### src/pwmc_consts.vh
/*
 * Constants for the four-channel 8-bit PWM block: register word indexes,
 * field positions, reset values and the counter clear value.
 * Assumes it is included by bare name from the PWM design file.
 */
`ifndef PWMC_CONSTS_VH
`define PWMC_CONSTS_VH

// Register word indexes; byte address is four times the index
`define PWMC_IDX_POL      8'h61
`define PWMC_IDX_EN       8'h63
`define PWMC_IDX_CNT1     8'h64
`define PWMC_IDX_CNT2     8'h65
`define PWMC_IDX_CNT3     8'h66
`define PWMC_IDX_CNT4     8'h67
`define PWMC_IDX_PER1     8'h68
`define PWMC_IDX_PER2     8'h69
`define PWMC_IDX_PER3     8'h6a
`define PWMC_IDX_PER4     8'h6b
`define PWMC_IDX_DTY1     8'h6c
`define PWMC_IDX_DTY2     8'h6d
`define PWMC_IDX_DTY3     8'h6e
`define PWMC_IDX_DTY4     8'h6f

// Field positions in the control words
`define PWMC_POL_LSB      0
`define PWMC_EN_LSB       0

// Reset values
`define PWMC_RST_CNT      8'h00
`define PWMC_RST_PER      8'hff
`define PWMC_RST_DTY      8'hff
`define PWMC_RST_POL      4'h0
`define PWMC_RST_EN       4'h0

// Counter clear value
`define PWMC_CNT_ZERO     8'h00

`endif

### src/pwmc_core.v
/*
 * Four-channel 8-bit PWM core: per-channel counter, period register with
 * a shadow buffer, duty register with a shadow buffer, polarity and
 * enable control, all reached over an APB slave port.
 * Assumes chan_tick comes from a prescaler on the same pclk (one-cycle
 * pulses, no synchronising needed) and that the port logic outside
 * turns pwm_oe_n into the real pin drive.
 * Assumes an APB master with the usual setup and access phases; the
 * slave answers with no wait state.
 */
//
// Behaviour
// - Counter reads return the live count and disturb nothing.
// - Any counter write clears that counter to zero, whatever the data.
// - Counter writes are taken enabled or not and restart the period.
// - Compare uses a period buffer loaded whenever the counter clears.
// - Period writes are allowed anytime and act from the next counter clear on.
// - Period and duty reads return the last written value.
// - On a duty match the output takes the polarity-defined level.
// - Duty writes while enabled wait in a buffer until rollover or disable.
// - Duty at or above period: no match edge; output equals polarity.
// - Duty zero, period nonzero: output stays in its post-match level.
// - Period zero: output constant low, or high with polarity set.
// - Polarity set starts high then low; clear starts low then high.
// - Enable gates ticks at a clock edge and forces the pin to output.
// - The period ends on a counter-period match, counter restarts at 0.
`timescale 1ns/1ps
`include "pwmc_consts.vh"

// Register map: word index, byte address (four times the index)
//   0x61  0x184  output_polarity, one bit per channel
//   0x63  0x18c  channel_enable, one bit per channel
//   0x64  0x190  channel1_counter
//   0x65  0x194  channel2_counter
//   0x66  0x198  channel3_counter
//   0x67  0x19c  channel4_counter
//   0x68  0x1a0  channel1_period
//   0x69  0x1a4  channel2_period
//   0x6a  0x1a8  channel3_period
//   0x6b  0x1ac  channel4_period
//   0x6c  0x1b0  channel1_duty
//   0x6d  0x1b4  channel2_duty
//   0x6e  0x1b8  channel3_duty
//   0x6f  0x1bc  channel4_duty
// Other word indexes answer with pslverr and read as zero

module pwmc_core
#(
   parameter ADDR_W = 12,
   parameter NCH    = 4
)
(
   // Clock and reset
   input  wire              pclk,
   input  wire              presetn,
   // APB slave
   input  wire              psel,
   input  wire              penable,
   input  wire              pwrite,
   input  wire [ADDR_W-1:0] paddr,
   input  wire [31:0]       pwdata,
   output reg  [31:0]       prdata,
   output wire              pready,
   output wire              pslverr,
   // Channel clock ticks from the prescaler
   input  wire [NCH-1:0]    chan_tick,
   // PWM pins
   output wire [NCH-1:0]    pwm_out,
   output wire [NCH-1:0]    pwm_oe_n
);

   // Word index of the current APB address
   wire [7:0]        word_idx;
   wire              addr_ok;
   wire              wr_acc;
   wire              rd_setup;

   // Software-visible control
   reg  [NCH-1:0]    output_polarity;
   reg  [NCH-1:0]    channel_enable;
   // Enable as seen by the channels, taken at a clock edge
   reg  [NCH-1:0]    en_act;

   // Per-channel read words and hits, merged by the read decode
   wire [32*NCH-1:0] ch_rdata;
   wire [NCH-1:0]    ch_hit;
   // Registered pin levels, one bit per channel
   wire [NCH-1:0]    lvl;
   // Loop index of the read merge
   integer           ri;

   // Decoded read data and hit flag
   reg  [31:0]       next_prdata;
   reg               hit;

   assign word_idx = paddr[9:2];
   assign addr_ok  = (paddr[1:0] == 2'b00) && (paddr[ADDR_W-1:10] == 0);
   assign wr_acc   = psel && penable && pwrite;
   assign rd_setup = psel && !penable && !pwrite;

   // Zero wait states: the answer comes in the first access cycle
   assign pready  = 1'b1;
   assign pslverr = psel && penable && !hit;

   // Pin drives while enabled, regardless of the port direction bit
   assign pwm_oe_n = ~en_act;
   assign pwm_out  = lvl;

   // Control registers for polarity and enable
   always @(posedge pclk or negedge presetn)
   begin
      if (!presetn)
      begin
         output_polarity <= `PWMC_RST_POL;
         channel_enable  <= `PWMC_RST_EN;
         en_act          <= `PWMC_RST_EN;
      end
      else
      begin
         // Polarity acts at once; it is not buffered
         if (wr_acc && hit && word_idx == `PWMC_IDX_POL)
         begin
            output_polarity <= pwdata[`PWMC_POL_LSB +: NCH];
         end
         // A stopped channel keeps its counter; only the ticks stop
         if (wr_acc && hit && word_idx == `PWMC_IDX_EN)
         begin
            channel_enable <= pwdata[`PWMC_EN_LSB +: NCH];
         end
         // Enable reaches the channel only at an edge, no glitch
         en_act <= channel_enable;
      end
   end

   // Channel timing, ticks on every pclk, period 3, duty 1, polarity 0:
   //   counter 0 1 2 3 0 1 ...   (period + 1 ticks per waveform)
   //   pin     - 0 1 1 1 0 ...   (one pclk behind the counter)
   // Period and duty buffers reload together whenever the counter
   // clears, so a period and duty pair written between two clears
   // takes effect as a pair while the channel is enabled.
   // Hazard: a duty write while enabled is invisible on the pin until
   // the next clear, which may be up to 256 ticks away.

   genvar gi;
   generate
      for (gi = 0; gi < NCH; gi = gi + 1)
      begin : g_ch
         reg  [7:0] channel_counter;
         reg  [7:0] channel_period;
         reg  [7:0] channel_duty;
         reg  [7:0] per_buf;
         reg  [7:0] dty_buf;
         reg        next_lvl;
         wire       pol;
         wire       tick;
         wire       per_hit;
         wire       cnt_wr;
         wire       per_wr;
         wire       dty_wr;
         wire [7:0] cnt_idx;
         wire [7:0] per_idx;
         wire [7:0] dty_idx;
         wire       cnt_rd;
         wire       per_rd;
         wire       dty_rd;
         wire       per_zero;
         wire       dty_zero;
         wire       dty_over;
         wire       past_dty;
         reg        lvl_q;
         // Channel number as an 8-bit offset for the index sums
         localparam [7:0] CH_OFS = gi;

         // Word indexes of this channel's three registers
         assign cnt_idx = `PWMC_IDX_CNT1 + CH_OFS;
         assign per_idx = `PWMC_IDX_PER1 + CH_OFS;
         assign dty_idx = `PWMC_IDX_DTY1 + CH_OFS;
         // Read selects; a write is the same select in a write access
         assign cnt_rd  = addr_ok && word_idx == cnt_idx;
         assign per_rd  = addr_ok && word_idx == per_idx;
         assign dty_rd  = addr_ok && word_idx == dty_idx;
         assign cnt_wr  = wr_acc && cnt_rd;
         assign per_wr  = wr_acc && per_rd;
         assign dty_wr  = wr_acc && dty_rd;
         assign pol     = output_polarity[gi];
         // Disabled channel sees no tick at all
         assign tick    = en_act[gi] && chan_tick[gi];
         assign per_hit = (channel_counter == per_buf);
         // Boundary flags of the active buffers, in priority order
         assign per_zero = (per_buf == `PWMC_CNT_ZERO);
         assign dty_zero = (dty_buf == `PWMC_CNT_ZERO);
         assign dty_over = (dty_buf >= per_buf);
         assign past_dty = (channel_counter >= dty_buf);

         // Software copies; reads return these, not the buffers
         always @(posedge pclk or negedge presetn)
         begin
            if (!presetn)
            begin
               channel_period <= `PWMC_RST_PER;
               channel_duty   <= `PWMC_RST_DTY;
            end
            else
            begin
               if (per_wr)
               begin
                  channel_period <= pwdata[7:0];
               end
               if (dty_wr)
               begin
                  channel_duty <= pwdata[7:0];
               end
            end
         end

         // Counter and shadow buffers
         always @(posedge pclk or negedge presetn)
         begin
            if (!presetn)
            begin
               channel_counter <= `PWMC_RST_CNT;
               per_buf         <= `PWMC_RST_PER;
               dty_buf         <= `PWMC_RST_DTY;
            end
            else if (cnt_wr)
            begin
               // Data is ignored; clearing mid-period may cut it short
               channel_counter <= `PWMC_CNT_ZERO;
               per_buf         <= channel_period;
               dty_buf         <= channel_duty;
            end
            else if (tick && per_hit)
            begin
               channel_counter <= `PWMC_CNT_ZERO;
               per_buf         <= channel_period;
               dty_buf         <= channel_duty;
            end
            else
            begin
               if (tick)
               begin
                  channel_counter <= channel_counter + 8'h01;
               end
               // A stopped channel follows the duty register at once
               if (!en_act[gi])
               begin
                  dty_buf <= channel_duty;
               end
            end
         end

         // Output level from the active buffers and the polarity
         always @*
         begin
            if (per_zero)
            begin
               // Period zero wins over every other case
               next_lvl = pol;
            end
            else if (dty_zero)
            begin
               next_lvl = !pol;
            end
            else if (dty_over)
            begin
               // The match never comes, so the start level stays
               next_lvl = pol;
            end
            else if (past_dty)
            begin
               next_lvl = !pol;
            end
            else
            begin
               next_lvl = pol;
            end
         end

         // Registered pin level, one pclk behind the counter
         always @(posedge pclk or negedge presetn)
         begin
            if (!presetn)
            begin
               lvl_q <= 1'b0;
            end
            else
            begin
               lvl_q <= next_lvl;
            end
         end
         assign lvl[gi] = lvl_q;

         // This channel's share of the read mux; zero when not addressed
         assign ch_hit[gi] = cnt_rd || per_rd || dty_rd;
         assign ch_rdata[32*gi +: 32] =
            cnt_rd ? {24'h00_0000, channel_counter} :
            per_rd ? {24'h00_0000, channel_period}  :
            dty_rd ? {24'h00_0000, channel_duty}    :
                     32'h0000_0000;
      end
   endgenerate

   // Read decode; also flags unmapped addresses for pslverr
   always @*
   begin
      next_prdata = 32'h0000_0000;
      hit         = 1'b0;
      if (addr_ok && word_idx == `PWMC_IDX_POL)
      begin
         next_prdata = {{(32-NCH){1'b0}}, output_polarity};
         hit         = 1'b1;
      end
      else if (addr_ok && word_idx == `PWMC_IDX_EN)
      begin
         next_prdata = {{(32-NCH){1'b0}}, channel_enable};
         hit         = 1'b1;
      end
      else
      begin
         // At most one channel answers, so OR-ing acts as a select
         for (ri = 0; ri < NCH; ri = ri + 1)
         begin
            next_prdata = next_prdata | ch_rdata[32*ri +: 32];
            hit         = hit | ch_hit[ri];
         end
      end
   end

   // Read data captured in the setup cycle, held through the access
   always @(posedge pclk or negedge presetn)
   begin
      if (!presetn)
      begin
         prdata <= 32'h0000_0000;
      end
      else if (rd_setup)
      begin
         // Held after the setup cycle, so the access edge sees it
         prdata <= next_prdata;
      end
   end

endmodule // pwmc_core

### config.mk
export PLATFORM = sky130hd
export DESIGN_NAME = pwmc_core
export DESIGN_NICKNAME = d
export VERILOG_FILES = /design/src/pwmc_core.v
export VERILOG_INCLUDE_DIRS = /design/src /design/src/src
export SDC_FILE = /design/constraint.sdc
export NUM_CORES = 1
export LEC_CHECK = 0
export BUFFER_PORTS_ARGS = -buffer_cell sky130_fd_sc_hd__buf_2
export CORE_MARGIN = 8
export CORE_UTILIZATION = 55
export CTS_CLUSTER_DIAMETER = 120
export DETAILED_ROUTE_END_ITERATION = 7
export GPL_ROUTABILITY_DRIVEN = 0
export MAX_ROUTING_LAYER = met4
export PLACE_DENSITY_LB_ADDON = 0.12
export SLEW_MARGIN = 20
export SYNTH_ARGS = -nofsm -noshare
export SYNTH_HDL_FRONTEND = slang
export SYNTH_SLANG_ARGS = --single-unit
### constraint.sdc
create_clock -name pclk -period 4.5 [get_ports pclk]
set_clock_uncertainty 0.1 [all_clocks]
set_input_delay 0.45 -clock pclk [delete_from_list [all_inputs] [get_ports pclk]]
set_output_delay 0.45 -clock pclk [all_outputs]
set_load 0.05 [all_outputs]
==> results by stage <==
Status:
- The flow ran to the end, but the final reports show violations.
- The checks that failed: hold timing.

Routing:
- The number of nets still failing antenna checks after routing is 0.
- The DRC violation count after routing is 0.
- The number of optimization iterations in the first detailed-route pass is 6.
- In this run, the number of DRC markers left after iteration 0 of detailed routing was roughly 580.
- The mean routed wirelength per cell is between 20 and 25 microns.
- The average vias per placed instance is a little over 6.
- The routed layout has 8339 vias.
- Wires add up to 29.6 mm.

Finish:
- The filler cells instantiated in the layout total approximately 1.7k.
- In the final layout, flip-flops and latches occupy roughly 0.0048 sq mm.
- Leaving out fill and tap cells, the most frequent cell in the layout is sky130_fd_sc_hd__mux2_2.
- The area growth from synthesis to final layout is 8.65%.
- The fraction of layout cells with a size suffix above 1 is 0.344.
- The number of diodes added for antenna fixing is 0.
- In the layout the commonest cells are 139 x sky130_fd_sc_hd__mux2_2, 128 x sky130_fd_sc_hd__dfstp_2, 73 x sky130_fd_sc_hd__inv_1.
- The multi-input combinational cells in the finished layout cover a total of approximately 0.0058 sq mm.
- After the last flow step, the layout net total stands at roughly 1.2k.

Worst setup path:
- The kind of critical path is in2reg.
- The data arrival at the endpoint of the critical path is approximately 2800 ps.
- The kind of launch point of the worst setup path is an input pin.
- The end of the critical path is g_ch[0].per_buf[0].
- The reg-to-reg endpoint is g_ch[1].per_buf[0].
- The startpoint of the worst-slack reg-to-reg timing path is g_ch[1].channel_counter[2].
- Of all nets on the critical path, the largest fanout is 8.
- Counting cells, the worst reg-to-reg path comes to 5.
- For the worst setup path, the data required time is 4760 ps.
- Setup slack on the worst reg-to-reg path comes out at between 2000 and 2500 ps.
- The critical path starts at paddr[1].
- The kind of end point of the critical path is a flip-flop.

Die:
- 95 I/O pins were placed.
- The row count is between 50 and 60.
- The floorplan step defined a die boundary enclosing around 0.025 sq mm.
- In this run the vertical extent of the chip is ~160 microns.
- The initial utilization of the core area, before any placement, comes to 0.554.
- The core area is between 0.02 and 0.025 sq mm.
- The die is ~160 microns wide.

Logic synthesis:
- The share of the yosys chip area belonging to registers is 0.429.
- Summing every instance area after synthesis gives between 0.01 and 0.015 sq mm.
- The number of enable flip-flop cells after synthesis is 0.
- For this run, the number of Yosys warnings is 0.
- The primary flip-flop cell chosen by synthesis mapping is sky130_fd_sc_hd__dfstp_2.
- The post-synthesis cell count is approximately 1.0k.
- The number of storage elements in the synthesis netlist is 184.
- In this run, distinct cell masters in the synthesized netlist total 74.
- In the synthesized netlist the async set-or-reset flop fraction comes to 1.00.
- Dividing the synthesized area by the synthesized cell count gives roughly 11 sq um.

Global routing:
- Summed over all layers, the global routing overflow is 0.
- The largest net degree at the start of global routing is between 90 and 100.
- The global router's overall resource usage is 0.253.
- The initial antenna violation count is 0.
- The global-route wire length before repair is approximately 46 mm.
- The number of global-route vias before repair came to 8095.

CTS:
- Hold repair after CTS inserted 0 buffers.
- The clock root buffer is sky130_fd_sc_hd__clkbuf_16.
- The clock tree from TritonCTS is yes.
- The post-cts resize count is 0.
- After clock tree synthesis, the clock-pin slew on the worst setup and hold paths is approximately 70 ps.
- The largest buffer count on any clock path is 2.
- At the later pin of the worst-skew pair, clock insertion delay measures roughly 440 ps.
- After clock tree synthesis, the setup repair step added 0 buffers.
- Buffers inserted during clock tree synthesis total 17.
- The depth of the CTS H-tree is 4.
- The number of sinks on the clock net is 184.

Run:
- The tool flagged a number of max-cap violations equal to 0.

Hold path:
- The type of the most critical hold path is in2async.

STA:
- The total negative slack is 0 ps.
- Measured against its own limit, the worst slew margin works out to 0.452.
- The worst path in the final design needs a cycle of 2570 ps, including I/O delays and setup.
- Setup repair after global routing left no endpoint under its margin.
- The count of pins over their slew limit was 0.
- Setup violations remaining at the end of the flow were counted as 0.
- The final count of hold timing violations is 3.
- For this run, the top clock speed supported by timing is 389 MHz.
- In the finished design, the share of the clock period the worst path needs comes to 0.572.
- The final hold slack is -41.2 ps.
- At the pin with the least slew margin, the transition time is between 800 and 900 ps.

Placement:
- Detailed placement ended at an HPWL of 21.5 mm.
- Buffers placed on the I/O ports in this run total 45.

Pwr:
- The analysis attributes to cell leakage a power of 0.00515 uW.
- The power density over the cells is around 280 mW/mm^2.
- VDD sags by at most between 0.0002 and 0.0003 V.
[report_power, final]
group	leakage (uW)	total, uW	internal [uW]	switching, uW
clock	0.000298	1580	912	666
combinational	0.00277	188	32.5	156
sequential	0.00209	1670	1660	5.21
[state kept, by name, indices dropped and copies added, names as in the netlist]
register / count
g_ch.per_buf: 32
en_act: 4
g_ch.lvl_q: 4
prdata: 8
g_ch.channel_counter: 32
g_ch.channel_duty: 32
output_polarity: 4
channel_enable: 4
g_ch.channel_period: 32
g_ch.dty_buf: 32
[synth_stat cells (all sizes together) (8+ instances only)]
cell type | n | area [sq um]
ha | 68 | 851
dfrtp | 56 | 1400
or4 | 9 | 71.3
nor3 | 23 | 146
o31ai | 13 | 97.6
dfstp | 128 | 3360
nand2 | 65 | 244
or3 | 13 | 81.3
xnor2 | 9 | 78.8
nor2 | 47 | 179
nand2b | 9 | 56.3
nor4 | 21 | 131
a31oi | 8 | 50.1
nand4 | 27 | 169
and2 | 12 | 75.1
inv | 73 | 274
a21oi | 39 | 195
nand3 | 30 | 165
mux2 | 139 | 1570
clkbuf | 12 | 45.0
a22oi | 15 | 113
o21ai | 31 | 159
nor2b | 8 | 50.1
xor2 | 39 | 342
buf | 52 | 340
[critical path: stages]
cell	delay (ps)
sky130_fd_sc_hd__buf_2	110
sky130_fd_sc_hd__nor4_2	620
sky130_fd_sc_hd__nand3_2	450
sky130_fd_sc_hd__o21ai_1	570
sky130_fd_sc_hd__buf_4	270
sky130_fd_sc_hd__mux2_2	350
[stage by stage]
stage               instances  worst slack (ps)  total power [uW]  utilization  instance area (sq um)
floorplan                1066              2330              1820            -                  11200
global placement         1322              1630              1880        0.570                  11400
detailed placement       1322              1570              1880        0.570                  11400
CTS                      1354              1850              3460        0.601                  12000
global route             1354              1820              3530        0.602                  12100
finish                   1354              1930              3440        0.602                  12100
[worst min-delay path by stage]
stage,startpoint,endpoint,cells past startpoint
global route,presetn,g_ch[3].lvl_q,1
detailed placement,channel_enable[3],en_act[3],0
global placement,channel_enable[3],en_act[3],0
finish,presetn,g_ch[3].lvl_q,1
floorplan,presetn,channel_enable[0],0
CTS,presetn,g_ch[3].lvl_q,1
[area by class of cell]
type | count | area share
clock inverter | 12 | 0.0135
inverter | 73 | 0.0227
tap | 270 | 0.0280
multi-input combinational | 745 | 0.479
timing repair buffer | 50 | 0.0236
sequential | 184 | 0.395
clock buffer | 20 | 0.0379
[routing by layer]
metal  track usage  vias to the layer above  part of all wire
met3        0.0415                       73             0.058
met2         0.381                      311              0.46
met1         0.339                     4146              0.45
li1              -                     3809                 -
met4        0.0983                        0             0.032
met5             -                        -                 0
[cells by family (layout without fill, tap and decap cells)]
logic type,after synthesis,in the layout,synth area share
and+or+nand+nor,291,291,0.144
DFF,184,184,0.429
AOI/OAI and AO/OA,165,165,0.100
muxes,148,148,0.151
buffers and inverters,137,155,0.0594
adders and majority gates,68,68,0.0767
xor gates and xnor gates,48,48,0.0379
other,2,25,0.000677
(Power assumes the default switching activity.)
